<file path="src/core/uafs_pkg.sv">
/*
 * Shared constants and types of the serial core: register offsets,
 * configuration layouts, reset values, state enumerations and counts.
 * Assumes a 32-bit plain register port with byte offsets as addresses.
 */
package uafs_pkg;

   // ************************************************************
   // Register offsets
   // ************************************************************
   localparam logic [7:0] DATA_OFS = 8'h00;
   localparam logic [7:0] FLAG_OFS = 8'h04;
   localparam logic [7:0] LINE_OFS = 8'h08;
   localparam logic [7:0] CTRL_OFS = 8'h0C;
   localparam logic [7:0] DIVI_OFS = 8'h10;
   localparam logic [7:0] DIVF_OFS = 8'h14;
   localparam logic [7:0] XCHR_OFS = 8'h18;

   // ************************************************************
   // Field layouts, low bits of each register
   // ************************************************************
   typedef struct packed {
      logic sw_fc_en;
      logic cts_en;
      logic rts_en;
      logic rx_en;
      logic tx_en;
      logic half_oversample_sel;
      logic uart_en;
   } uafs_ctrl_t;

   typedef struct packed {
      logic stick;
      logic fifo_en;
      logic [1:0] wlen;
      logic two_stop;
      logic even;
      logic par_en;
      logic brk;
   } uafs_line_t;

   typedef struct packed {
      logic tx_empty;
      logic rx_full;
      logic tx_full;
      logic rx_empty;
      logic busy;
      logic ovr_pend;
      logic xoff_held;
      logic cts;
   } uafs_flag_t;

   // Receive entry: overrun, break, parity, framing, data
   typedef struct packed {
      logic ovr;
      logic brk;
      logic perr;
      logic ferr;
      logic [7:0] data;
   } uafs_rx_entry_t;

   // ************************************************************
   // Reset values and counts
   // ************************************************************
   localparam uafs_ctrl_t CTRL_RESET = 7'h0C;
   localparam uafs_line_t LINE_RESET = 8'h50;
   localparam logic [7:0] XON_RESET = 8'h11;
   localparam logic [7:0] XOFF_RESET = 8'h13;
   localparam logic [3:0] MIN_BITS = 4'h5;
   localparam logic [4:0] OSR_FULL = 5'h10;
   localparam logic [4:0] OSR_HALF = 5'h08;
   localparam logic [4:0] START_FULL = 5'h08;
   localparam logic [4:0] START_HALF = 5'h04;
   localparam int DIV_INT_W = 16;
   localparam int DIV_FRAC_W = 6;

   // ************************************************************
   // State machines
   // ************************************************************
   typedef enum logic [2:0] {TX_IDLE, TX_START, TX_DATA, TX_PAR, TX_STOP} uafs_tx_st_t;
   typedef enum logic [2:0] {RX_IDLE, RX_START, RX_DATA, RX_PAR, RX_STOP, RX_BRK, RX_WAIT}
      uafs_rx_st_t;

endpackage

</file>
<file path="src/core/uafs_fifo.sv">
/*
 * Queue of flip-flops with count, full and empty; a single mode shows
 * it as a one-entry holding register by its flags alone.
 * Assumes DEPTH is a power of two so that the pointers wrap freely.
 */
module uafs_fifo #(
   parameter int WIDTH = 8,
   parameter int DEPTH = 64
) (
   input wire logic clk,
   input wire logic nrst,
   input wire logic ce,
   input wire logic single,
   input wire logic push,
   input wire logic pop,
   input wire logic [WIDTH-1:0] wdata,
   output logic [WIDTH-1:0] rdata,
   output logic empty,
   output logic full,
   output logic [$clog2(DEPTH+1)-1:0] count
);
   localparam int AW = $clog2(DEPTH);
   localparam int CW = $clog2(DEPTH+1);

   typedef struct packed {
      logic [DEPTH-1:0][WIDTH-1:0] mem;
      logic [AW-1:0] wp;
      logic [AW-1:0] rp;
      logic [CW-1:0] cnt;
   } uafs_fifo_st_t;

   uafs_fifo_st_t s;
   uafs_fifo_st_t next_s;
   logic do_push;
   logic do_pop;

   assign empty = (s.cnt == '0);
   assign full = single ? !empty : (s.cnt == CW'(DEPTH));
   assign count = s.cnt;
   assign rdata = s.mem[s.rp];
   assign do_push = push && !full;
   assign do_pop = pop && !empty;

   always_comb
   begin
      next_s = s;
      if (do_push)
      begin
         next_s.mem[s.wp] = wdata;
         next_s.wp = s.wp + AW'(1);
      end
      if (do_pop)
      begin
         next_s.rp = s.rp + AW'(1);
      end
      if (do_push && !do_pop)
      begin
         next_s.cnt = s.cnt + CW'(1);
      end
      else if (do_pop && !do_push)
      begin
         next_s.cnt = s.cnt - CW'(1);
      end
   end

   always_ff @(posedge clk or negedge nrst)
   begin
      if (!nrst)
         s <= '0;
      else if (ce)
         s <= next_s;
   end
endmodule

</file>
<file path="src/core/uafs_baud.sv">
/*
 * Fractional divider making the oversampling enable pulse.
 * Assumes the divisor is held steady while the core is enabled.
 */
module uafs_baud (
   input wire logic clk,
   input wire logic nrst,
   input wire logic ce,
   input wire logic en,
   input wire logic [uafs_pkg::DIV_INT_W-1:0] divisor_integer,
   input wire logic [uafs_pkg::DIV_FRAC_W-1:0] divisor_fraction,
   output logic oversample_pulse
);
   typedef struct packed {
      logic [uafs_pkg::DIV_INT_W:0] cnt;
      logic [uafs_pkg::DIV_FRAC_W-1:0] acc;
      logic pulse;
   } uafs_baud_st_t;

   uafs_baud_st_t s;
   uafs_baud_st_t next_s;
   logic [uafs_pkg::DIV_FRAC_W:0] sum;
   logic [uafs_pkg::DIV_INT_W:0] period;

   assign oversample_pulse = s.pulse;

   always_comb
   begin
      next_s = s;
      next_s.pulse = 1'b0;
      sum = {1'b0, s.acc} + {1'b0, divisor_fraction};
      period = {1'b0, divisor_integer} + {{uafs_pkg::DIV_INT_W{1'b0}}, sum[uafs_pkg::DIV_FRAC_W]};
      // Integer period, one clock longer on each fraction carry
      if (!en || divisor_integer == '0)
      begin
         next_s.cnt = {{uafs_pkg::DIV_INT_W{1'b0}}, 1'b1};
         next_s.acc = '0;
      end
      else if (s.cnt >= period)
      begin
         next_s.pulse = 1'b1;
         next_s.cnt = {{uafs_pkg::DIV_INT_W{1'b0}}, 1'b1};
         next_s.acc = sum[uafs_pkg::DIV_FRAC_W-1:0];
      end
      else
      begin
         next_s.cnt = s.cnt + {{uafs_pkg::DIV_INT_W{1'b0}}, 1'b1};
      end
   end

   always_ff @(posedge clk or negedge nrst)
   begin
      if (!nrst)
         s <= '0;
      else if (ce)
         s <= next_s;
   end
endmodule

</file>
<file path="src/core/uafs_core.sv">
/*
 * Serial transmitter and receiver with transmit and receive queues,
 * registers on a plain strobe port, hardware and software flow control.
 * Assumes rx_in and cts_n are already synchronous to clk.
 */
// Functional notes
// - Character length is five to eight bits; both ends must match.
// - Parity generated and checked: even, odd, stick, or none.
// - Transmitter appends one or two stop bits.
// - Transmit queue 8x64, receive queue 12x64.
// - Receive entry: data 7:0, framing 8, parity 9, break 10, overrun 11.
// - Full receive queue: character dropped, overrun state set.
// - Next stored character carries pending overrun, which then clears.
// - Enabled transmitter sends while the transmit queue holds data.
// - Busy set once a byte enters the transmit queue, held while sending.
// - Busy clears when queue empty and last stop bit has left.
// - Busy follows activity even with the UART disabled.
// - Each data, parity and stop bit is a majority of three samples around mid-bit; the start recheck takes one sample.
// - Start rechecked on eighth pulse, fourth in half mode; high line means false start.
// - Data bits sampled every sixteen pulses, eight in half mode, after a valid start.
// - Parity bit checked after data; mismatch flags parity error.
// - Stop bit must sample high, else framing error.
// - Each completed character stored with its error flags unless the receive queue is full.
// - Break generated on transmit and detected on receive.
// - Queues disabled: one-byte holding registers via flag handling.
// - Queues disabled: overrun when a character arrives while one is unread; the new one is dropped.
// - CTS/RTS hardware and Xon/Xoff software flow control.
// - Divisor is 16 integer plus 6 fraction bits.
// - Oversample pulse averages 16x, or 8x in half mode.
module uafs_core #(
   parameter int TX_DEPTH = 64,
   parameter int RX_DEPTH = 64,
   parameter int RX_WATERMARK = 32
) (
   input wire logic clk,
   input wire logic nrst,
   input wire logic ce,
   input wire logic [7:0] addr,
   input wire logic [31:0] wdata,
   input wire logic wr,
   input wire logic rd,
   output logic [31:0] rdata,
   input wire logic rx_in,
   input wire logic cts_n,
   output logic tx_out,
   output logic rts_n
);
   localparam int RCW = $clog2(RX_DEPTH+1);

   // ************************************************************
   // State
   // ************************************************************
   typedef struct packed {
      uafs_pkg::uafs_ctrl_t ctrl;
      uafs_pkg::uafs_line_t tx_line_control;
      logic [15:0] divisor_integer;
      logic [5:0] divisor_fraction;
      logic [7:0] xon_char;
      logic [7:0] xoff_char;
      logic [31:0] rdata;
      uafs_pkg::uafs_tx_st_t tx_st;
      logic [7:0] tx_shift;
      logic tx_par;
      logic [2:0] tx_bit;
      logic [4:0] tx_tick;
      logic tx_line;
      logic tx_out;
      logic rts_n;
      uafs_pkg::uafs_rx_st_t rx_st;
      logic rx_prev;
      logic [2:0] rx_hist;
      logic [7:0] rx_shift;
      logic [2:0] rx_bit;
      logic [4:0] rx_tick;
      logic rx_perr;
      logic [7:0] low_cnt;
      logic ovr_pend;
      logic xoff_held;
   } uafs_core_st_t;

   localparam uafs_core_st_t RESET_ST = '{
      ctrl: uafs_pkg::CTRL_RESET,
      tx_line_control: uafs_pkg::LINE_RESET,
      xon_char: uafs_pkg::XON_RESET,
      xoff_char: uafs_pkg::XOFF_RESET,
      tx_st: uafs_pkg::TX_IDLE,
      rx_st: uafs_pkg::RX_IDLE,
      tx_line: 1'b1,
      tx_out: 1'b1,
      rx_prev: 1'b1,
      rx_hist: 3'h7,
      default: '0
   };

   uafs_core_st_t s;
   uafs_core_st_t next_s;

   logic oversample_pulse;
   logic tx_push;
   logic tx_pop;
   logic tx_empty;
   logic tx_full;
   logic [7:0] tx_head;
   logic rx_push;
   logic rx_pop;
   logic rx_empty;
   logic rx_full;
   uafs_pkg::uafs_rx_entry_t rx_head;
   uafs_pkg::uafs_rx_entry_t rx_entry;
   logic [RCW-1:0] rx_count;

   // ************************************************************
   // Submodules
   // ************************************************************
   uafs_baud u_baud (
      .clk(clk),
      .nrst(nrst),
      .ce(ce),
      .en(s.ctrl.uart_en),
      .divisor_integer(s.divisor_integer),
      .divisor_fraction(s.divisor_fraction),
      .oversample_pulse(oversample_pulse)
   );

   uafs_fifo #(.WIDTH(8), .DEPTH(TX_DEPTH)) u_tx_fifo (
      .clk(clk),
      .nrst(nrst),
      .ce(ce),
      .single(!s.tx_line_control.fifo_en),
      .push(tx_push),
      .pop(tx_pop),
      .wdata(wdata[7:0]),
      .rdata(tx_head),
      .empty(tx_empty),
      .full(tx_full),
      .count()
   );

   uafs_fifo #(.WIDTH(12), .DEPTH(RX_DEPTH)) u_rx_fifo (
      .clk(clk),
      .nrst(nrst),
      .ce(ce),
      .single(!s.tx_line_control.fifo_en),
      .push(rx_push),
      .pop(rx_pop),
      .wdata(rx_entry),
      .rdata(rx_head),
      .empty(rx_empty),
      .full(rx_full),
      .count(rx_count)
   );

   assign rdata = s.rdata;
   assign tx_out = s.tx_out;
   assign rts_n = s.rts_n;

   // ************************************************************
   // Helpers
   // ************************************************************
   function automatic logic par_of(input logic [7:0] d, input logic [3:0] nb,
                                   input uafs_pkg::uafs_line_t ln);
      logic [7:0] m;
      m = 8'hFF >> (4'h8 - nb);
      if (ln.stick)
         par_of = !ln.even;
      else
         par_of = ln.even ? ^(d & m) : !(^(d & m));
   endfunction

   // ************************************************************
   // Next state
   // ************************************************************
   logic [3:0] nbits;
   logic [4:0] osr;
   logic [4:0] start_pt;
   logic tx_go;
   logic tick_end;
   logic [2:0] v;
   logic vote;
   logic [7:0] rx_data;
   logic do_store;
   logic st_perr;
   logic st_ferr;
   logic st_brk;
   logic [3:0] frame_bits;
   logic [7:0] frame_p;
   uafs_pkg::uafs_flag_t flags;

   always_comb
   begin
      next_s = s;
      tx_push = 1'b0;
      tx_pop = 1'b0;
      rx_pop = 1'b0;
      rx_push = 1'b0;
      rx_entry = '0;
      do_store = 1'b0;
      st_perr = 1'b0;
      st_ferr = 1'b0;
      st_brk = 1'b0;
      nbits = uafs_pkg::MIN_BITS + {2'h0, s.tx_line_control.wlen};
      osr = s.ctrl.half_oversample_sel ? uafs_pkg::OSR_HALF : uafs_pkg::OSR_FULL;
      start_pt = s.ctrl.half_oversample_sel ? uafs_pkg::START_HALF : uafs_pkg::START_FULL;
      frame_bits = 4'h2 + nbits + {3'h0, s.tx_line_control.par_en}
                   + {3'h0, s.tx_line_control.two_stop};
      frame_p = s.ctrl.half_oversample_sel ? {1'b0, frame_bits, 3'h0} : {frame_bits, 4'h0};
      v = {s.rx_hist[1:0], rx_in};
      vote = (v[0] & v[1]) | (v[0] & v[2]) | (v[1] & v[2]);
      rx_data = s.rx_shift >> (4'h8 - nbits);
      flags.tx_empty = tx_empty;
      flags.rx_full = rx_full;
      flags.tx_full = tx_full;
      flags.rx_empty = rx_empty;
      flags.busy = !tx_empty || (s.tx_st != uafs_pkg::TX_IDLE);
      flags.ovr_pend = s.ovr_pend;
      flags.xoff_held = s.xoff_held;
      flags.cts = !cts_n;

      // Register writes
      if (wr)
      begin
         if (addr == uafs_pkg::DATA_OFS)
            tx_push = 1'b1;
         else if (addr == uafs_pkg::LINE_OFS)
            next_s.tx_line_control = wdata[7:0];
         else if (addr == uafs_pkg::CTRL_OFS)
            next_s.ctrl = wdata[6:0];
         else if (addr == uafs_pkg::DIVI_OFS)
            next_s.divisor_integer = wdata[15:0];
         else if (addr == uafs_pkg::DIVF_OFS)
            next_s.divisor_fraction = wdata[5:0];
         else if (addr == uafs_pkg::XCHR_OFS)
         begin
            next_s.xon_char = wdata[7:0];
            next_s.xoff_char = wdata[15:8];
         end
      end

      // Register reads, data valid for one cycle only
      next_s.rdata = '0;
      if (rd)
      begin
         if (addr == uafs_pkg::DATA_OFS)
         begin
            rx_pop = !rx_empty;
            next_s.rdata = rx_empty ? 32'h0 : {20'h0, rx_head};
         end
         else if (addr == uafs_pkg::FLAG_OFS)
            next_s.rdata = {24'h0, flags};
         else if (addr == uafs_pkg::LINE_OFS)
            next_s.rdata = {24'h0, s.tx_line_control};
         else if (addr == uafs_pkg::CTRL_OFS)
            next_s.rdata = {25'h0, s.ctrl};
         else if (addr == uafs_pkg::DIVI_OFS)
            next_s.rdata = {16'h0, s.divisor_integer};
         else if (addr == uafs_pkg::DIVF_OFS)
            next_s.rdata = {26'h0, s.divisor_fraction};
         else if (addr == uafs_pkg::XCHR_OFS)
            next_s.rdata = {16'h0, s.xoff_char, s.xon_char};
      end

      // ************************************************************
      // Transmitter
      // ************************************************************
      tx_go = s.ctrl.uart_en && s.ctrl.tx_en && !tx_empty
              && (!s.ctrl.cts_en || !cts_n) && !(s.ctrl.sw_fc_en && s.xoff_held);
      tick_end = oversample_pulse && (s.tx_tick == osr - 5'h1);
      if (oversample_pulse && !tick_end)
         next_s.tx_tick = s.tx_tick + 5'h1;
      case (s.tx_st)
         uafs_pkg::TX_IDLE:
         begin
            next_s.tx_line = 1'b1;
            if (tx_go)
            begin
               tx_pop = 1'b1;
               next_s.tx_shift = tx_head;
               next_s.tx_par = par_of(tx_head, nbits, s.tx_line_control);
               next_s.tx_tick = '0;
               next_s.tx_bit = '0;
               next_s.tx_line = 1'b0;
               next_s.tx_st = uafs_pkg::TX_START;
            end
         end
         uafs_pkg::TX_START:
         begin
            if (tick_end)
            begin
               next_s.tx_tick = '0;
               next_s.tx_line = s.tx_shift[0];
               next_s.tx_st = uafs_pkg::TX_DATA;
            end
         end
         uafs_pkg::TX_DATA:
         begin
            if (tick_end)
            begin
               next_s.tx_tick = '0;
               next_s.tx_shift = {1'b0, s.tx_shift[7:1]};
               if (s.tx_bit == 3'(nbits - 4'h1))
               begin
                  next_s.tx_bit = '0;
                  next_s.tx_line = s.tx_line_control.par_en ? s.tx_par : 1'b1;
                  next_s.tx_st = s.tx_line_control.par_en ? uafs_pkg::TX_PAR : uafs_pkg::TX_STOP;
               end
               else
               begin
                  next_s.tx_bit = s.tx_bit + 3'h1;
                  next_s.tx_line = s.tx_shift[1];
               end
            end
         end
         uafs_pkg::TX_PAR:
         begin
            if (tick_end)
            begin
               next_s.tx_tick = '0;
               next_s.tx_line = 1'b1;
               next_s.tx_st = uafs_pkg::TX_STOP;
            end
         end
         uafs_pkg::TX_STOP:
         begin
            if (tick_end)
            begin
               next_s.tx_tick = '0;
               if (s.tx_line_control.two_stop && s.tx_bit == 3'h0)
                  next_s.tx_bit = 3'h1;
               else
                  next_s.tx_st = uafs_pkg::TX_IDLE;
            end
         end
         default: next_s.tx_st = uafs_pkg::TX_IDLE;
      endcase
      next_s.tx_out = next_s.tx_line && !next_s.tx_line_control.brk;

      // ************************************************************
      // Receiver
      // ************************************************************
      next_s.rx_prev = rx_in;
      if (oversample_pulse)
      begin
         next_s.rx_hist = v;
         next_s.rx_tick = s.rx_tick + 5'h1;
         if (rx_in)
            next_s.low_cnt = '0;
         else if (s.low_cnt != 8'hFF)
            next_s.low_cnt = s.low_cnt + 8'h1;
      end
      case (s.rx_st)
         uafs_pkg::RX_IDLE:
         begin
            if (s.ctrl.uart_en && s.ctrl.rx_en && s.rx_prev && !rx_in)
            begin
               next_s.rx_tick = '0;
               next_s.rx_bit = '0;
               next_s.rx_st = uafs_pkg::RX_START;
            end
         end
         uafs_pkg::RX_START:
         begin
            if (oversample_pulse && next_s.rx_tick == start_pt)
            begin
               next_s.rx_tick = '0;
               next_s.rx_st = rx_in ? uafs_pkg::RX_IDLE : uafs_pkg::RX_DATA;
            end
         end
         uafs_pkg::RX_DATA:
         begin
            if (oversample_pulse && next_s.rx_tick == osr + 5'h1)
            begin
               next_s.rx_tick = 5'h1;
               next_s.rx_shift = {vote, s.rx_shift[7:1]};
               next_s.rx_bit = s.rx_bit + 3'h1;
               if (s.rx_bit == 3'(nbits - 4'h1))
                  next_s.rx_st = s.tx_line_control.par_en ? uafs_pkg::RX_PAR : uafs_pkg::RX_STOP;
            end
         end
         uafs_pkg::RX_PAR:
         begin
            if (oversample_pulse && next_s.rx_tick == osr + 5'h1)
            begin
               next_s.rx_tick = 5'h1;
               next_s.rx_perr = (vote != par_of(rx_data, nbits, s.tx_line_control));
               next_s.rx_st = uafs_pkg::RX_STOP;
            end
         end
         uafs_pkg::RX_STOP:
         begin
            if (oversample_pulse && next_s.rx_tick == osr + 5'h1)
            begin
               if (vote)
               begin
                  do_store = 1'b1;
                  st_perr = s.tx_line_control.par_en && s.rx_perr;
                  next_s.rx_st = uafs_pkg::RX_IDLE;
               end
               else
                  next_s.rx_st = uafs_pkg::RX_BRK;
            end
         end
         uafs_pkg::RX_BRK:
         begin
            if (rx_in)
            begin
               do_store = 1'b1;
               st_ferr = 1'b1;
               st_perr = s.tx_line_control.par_en && s.rx_perr;
               next_s.rx_st = uafs_pkg::RX_IDLE;
            end
            else if (s.low_cnt > frame_p)
            begin
               do_store = 1'b1;
               st_ferr = 1'b1;
               st_brk = 1'b1;
               next_s.rx_st = uafs_pkg::RX_WAIT;
            end
         end
         uafs_pkg::RX_WAIT:
         begin
            if (rx_in)
               next_s.rx_st = uafs_pkg::RX_IDLE;
         end
         default: next_s.rx_st = uafs_pkg::RX_IDLE;
      endcase
      if (next_s.rx_st == uafs_pkg::RX_IDLE)
         next_s.rx_perr = 1'b0;

      // Store a finished character, or drop it on overrun
      if (do_store)
      begin
         if (rx_full)
            next_s.ovr_pend = 1'b1;
         else
         begin
            rx_push = 1'b1;
            rx_entry.ovr = s.ovr_pend;
            rx_entry.brk = st_brk;
            rx_entry.perr = st_perr;
            rx_entry.ferr = st_ferr;
            rx_entry.data = st_brk ? 8'h00 : rx_data;
            next_s.ovr_pend = 1'b0;
         end
         if (s.ctrl.sw_fc_en && !st_brk && rx_data == s.xoff_char)
            next_s.xoff_held = 1'b1;
         else if (s.ctrl.sw_fc_en && !st_brk && rx_data == s.xon_char)
            next_s.xoff_held = 1'b0;
      end
      if (!s.ctrl.sw_fc_en)
         next_s.xoff_held = 1'b0;

      // Request-to-send drops at the watermark
      next_s.rts_n = s.ctrl.rts_en && (rx_count >= RCW'(RX_WATERMARK));
   end

   always_ff @(posedge clk or negedge nrst)
   begin
      if (!nrst)
         s <= RESET_ST;
      else if (ce)
         s <= next_s;
   end
endmodule

</file>
<file path="config.mk">
export PLATFORM = sky130hd
export DESIGN_NAME = uafs_core
export DESIGN_NICKNAME = d
export VERILOG_FILES = /design/src/core/uafs_pkg.sv /design/src/core/uafs_fifo.sv /design/src/core/uafs_baud.sv /design/src/core/uafs_core.sv
export SDC_FILE = /design/constraint.sdc
export NUM_CORES = 2
export LEC_CHECK = 0
export ABC_AREA = 1
export BUFFER_PORTS_ARGS = -buffer_cell sky130_fd_sc_hd__buf_2
export CAP_MARGIN = 20
export CORE_UTILIZATION = 62
export DETAILED_ROUTE_END_ITERATION = 10
export PLACE_DENSITY = 0.78
export SLEW_MARGIN = 10
export SYNTH_ARGS = -nofsm -noshare
export SYNTH_HDL_FRONTEND = slang
export SYNTH_HIERARCHICAL = 1
export SYNTH_SLANG_ARGS = --single-unit
</file>
<file path="constraint.sdc">
create_clock -name clk -period 5.7 [get_ports clk]
set_input_delay 1.14 -clock clk [delete_from_list [all_inputs] [get_ports clk]]
set_output_delay 1.14 -clock clk [all_outputs]
set_load 0.02 [all_outputs]
</file>
# ---- Word-level counts from Yosys, hierarchy flattened
# Index checks and enable logic that the tools add are counted.
dict set report totals {
  out_inout_bits 34
  elab_cells 475
  reg_bits 1483
  inputBits 47
}
dict set report classes {
  order_cmp 9
  n_shift 2
  add_sub_neg 24
  muxes 121
  n_reduce_logical 94
  eq_ne 39
  bitwise_logic 12
}
# cell n
set op_table {}
lappend op_table {{bitwise mux 768 bit} 1}
lappend op_table {{bitwise mux 512 bit} 1}
lappend op_table {{two-way mux 16 bit} 11}
lappend op_table {{two-way mux 39 bit} 2}
lappend op_table {{two-way mux 38 bit} 2}
lappend op_table {{binary-select mux 12 bit (select 6 bit)} 1}
lappend op_table {{demux 12 bit (select 6 bit)} 1}
lappend op_table {{two-way mux 8 bit} 9}
lappend op_table {{two-way mux 12 bit} 5}
lappend op_table {{two-way mux 3 bit} 18}
lappend op_table {{binary-select mux 8 bit (select 6 bit)} 1}
lappend op_table {{demux 8 bit (select 6 bit)} 1}
lappend op_table {{two-way mux 1 bit} 37}
lappend op_table {{two-way mux 7 bit} 5}
lappend op_table {{logical AND 1 bit} 29}
lappend op_table {{less-than comparator 6 x 7 -> 1 bit, second input constant} 4}
lappend op_table {{one-hot mux 5 bit (5 select lines)} 1}
lappend op_table {{adder 6 x 1 -> 6 bit, second input constant} 4}
lappend op_table {{equality test 8 x 5 -> 1 bit, second input constant} 3}
lappend op_table {{two-way mux 6 bit} 4}
lappend op_table {{two-way mux 23 bit} 1}
lappend op_table {{two-way mux 22 bit} 1}
lappend op_table {{two-way mux 21 bit} 1}
lappend op_table {{one-hot mux 3 bit (7 select lines)} 1}
lappend op_table {{other kinds (68)} 157}

# ---- Logic depth before layout (Yosys ltp)
dict set report depth {
  ltp_word 16
  mapped_depth 32
  mapped_depth_nobuf 30
}

# ---- Cells and area by module
# The synthesis kept the hierarchy.
# mod area_per_inst_um2 seq_area_each_um2 instances cells_each
set modules_own_cells {}
lappend modules_own_cells {{uafs_fifo at u_rx_fifo} 39973.3 19693.9 1 4906}
lappend modules_own_cells {{uafs_fifo at u_tx_fifo} 29311.9 13287.7 1 3989}
lappend modules_own_cells {uafs_core 7930.1 3145.5 1 1077}
lappend modules_own_cells {uafs_baud 2337.2 600.6 1 323}

# ---- Worst setup path after synthesis
# Ideal clock, no wire load.
dict set report synth_timing {
  path_type {register to register}
  from {register s[131] (netlist name)}
  to {register u_rx_fifo.s (netlist bit u_rx_fifo/count[4])}
  n_path_buf 2
  arrival_ps 4330
  path_stages_with_launch 31
  t_required_ps 5570
  period_less_slack_ps 4460
  setup_time_ps 130
  setup_slack_ps 1240
  path_cell_list {dfstp_2 inv_2 buf_4 ha_1 inv_2 ha_1 xnor2_1 nand2_1 o21ai_0 ha_1 nand2_1 nor2_1 nand2_1 nand3_1 nand2_1 nand2_1 nand2_1 nand2_2 inv_2 nor2_4 clkbuf_8 inv_1 nor2_4 ha_1 inv_1 fa_1 nand2_1 nand2_1 a21oi_1 xor2_1 o21ai_0}
}
# element line_no
set synth_rtl {}
lappend synth_rtl {{end signal: assignment} uafs_fifo.sv:71} ;# s <= next_s;
lappend synth_rtl {{end: declaration} uafs_fifo.sv:32} ;# uafs_fifo_st_t s;

==> reports/results.ini <==
[floorplanning]
start_util_pct = 62.9
die_width_um = 360
rows = 130
ios = 81
dieHeight_um = 360
die-area_mm2 = 0.130
core_mm2 = 0.126

[power_and_ir_drop]
p_comb_share_pct = 9.4
power.density_mw_per_mm2 = 278
internal_power_mw = 17.1
power.switching_mw = 6.16
swShare_pct = 26.5
p_leak_nw = 40.3
clockPowerShare_pct = 45.1
p_seq_share_pct = 45.5
peakVddDrop_mv = 0.434

[timing]
max-slew-margin-rel_pct = 18.4
rsz0062_at_grt = no
holdWs_ns = 0.461
skew_ns = 0.0306
max_freq_mhz = 192
finalSetupViolations = 0
slew_violations = 0
worst_pin_slew_ns = 1.22
hold_violations = 0
setup-tns-final_ns = 0
fin_crit_ns = 5.21
fin_crit_sh_pct = 91.5

[worst_setup_path]
critPathTopFamily = adder cells
endpoint_kind = flip-flop
cp.depth = 28
crit_start = s[131]
crit_path_frequent_cell = nand2_1
cp_slowest_cell = dfstp_2
cp.arrival_ns = 5.88
path_max_fanout = 19
rr_endpoint = u_rx_fifo/count[4]
r2r_slack_ns = 0.49
crit_path_end = u_rx_fifo/count[4]
required_ns = 6.36
crit_buf_inv = 5
r2r_cells = 28
start_kind = flip-flop
cpPeakStageDelay_ns = 0.54
crit_type = reg -> reg
r2r_start = s[131]

[place]
place_congestion = 0.958
dpl.hpwl_um = 136000
portBuffers = 48

[final_layout]
area_delta_synth_final_pct = 5.65
final_core_util_pct = 66.4
drive_gt1_share_pct = 9.08
layout_commonest_cell = nand2_1
layout.nets = 9993
final_cell_mix = nand2_1, dfrtp_1, nand3_1

[cts]
clkTransAtPathRegs_ns = 0.06
cts_root_buf = clkbuf_16
clk_path_buf_depth = 3
cts_tree = done
clock_latency_ns = 0.81
htree_levels = 4
cts_buffers = 157
cts-hold-fix-buffers = 0
cts_setup_buffers = 0
cts_repair_resize_count = 0
cts.sinks = 1467

[global_route]
met3_usage_pct = 5.94
grt_pass1_vias = 67100
grt_antenna_before_repair = 2
grt.overflow.total = 0
grt_use_total_pct = 35.1
grt_pass1_wl_um = 365000
grt_util_met2_pct = 55.8
grtUsageMet1_pct = 46.0
top_usage_layer = met2
grt_max_degree = 163

[worst_hold_path]
min_path_type = in -> async

[status]
status = complete, no violations

[detailed_routing]
drtPass1Iterations = 7
drc = 0
wl_um = 227000
num_vias = 70000
drt_iter0_drc = 8634
ant_nets = 0
avgRoutedWirePerCell_um = 19.5
via_per_inst = 6.00

[synthesis]
syn-cell-area_mm2 = 0.0795
yosys_warnings = 6
synth.avg_cell_area_um2 = 7.73
syn_inst = 10300

[flow_run]
drv_cap = 0

==> through the flow <==
stage	instance area (um2)	cells	worst slack (ns)	total power, mW
final	84000	11700	0.486	23.3
after global routing	83900	11700	0.216	24.0
after CTS	83900	11700	0.556	23.4
after detailed placement	78600	11400	0.576	12.9
after global placement	78600	11400	0.619	12.9
after floorplan	79500	10300	1.24	12.4
==> final cells by class <==
class / instances / area, um2
Tap cell: 1650 / 2060
Clock inverter: 49 / 647
Multi-Input combinational cell: 7421 / 35600
Timing Repair Buffer: 172 / 1710
Inverter: 664 / 2520
Clock buffer: 236 / 4670
Sequential cell: 1467 / 36700
Antenna cell: 1 / 2.50
Fill cell: 10400 / 42400
==> per-layer routing <==
metal,share of wire [%],vias to the layer above
met5,0.011,-
met4,5.4,4
met1,40,33500
li1,-,32600
met3,8.2,655
met2,46,3235
==> registers in the layout, summed over array words and instances (netlist names) <==
| register | count |
|---|---|
| tx_out | 1 |
| u_tx_fifo/s | 524 |
| u_tx_fifo/count | 7 |
| u_baud/oversample_pulse | 1 |
| rdata | 16 |
| u_baud/s | 23 |
| rts_n | 1 |
| s | 105 |
| u_rx_fifo/s | 780 |
| flags | 2 |
| u_rx_fifo/count | 7 |
==> power groups by stage <==
stage	clock (mW)	sequential, mW	combinational (mW)
finish	10.5	10.6	2.18
global route	11.0	10.6	2.34
CTS	10.6	10.6	2.16
detailed placement	0	10.8	2.16
global placement	0	10.8	2.12
floorplan	0	10.7	1.69
==> how the worst min path moves through the flow <==
stage / startpoint / end / slack (ns) / depth (start not counted)
after floorplan: u_tx_fifo/s[115] / u_tx_fifo/s[115] / 0.43 / 2
after detailed placement: u_tx_fifo/s[115] / u_tx_fifo/s[115] / 0.45 / 2
after global routing: u_tx_fifo/s[232] / u_tx_fifo/s[232] / 0.49 / 2
final: nrst / u_rx_fifo/s[776] / 0.46 / 1
after CTS: nrst / u_rx_fifo/s[768] / 0.46 / 1
after global placement: u_tx_fifo/s[306] / u_tx_fifo/s[306] / 0.45 / 2
Note: power is estimated with default switching activity, not from simulation.
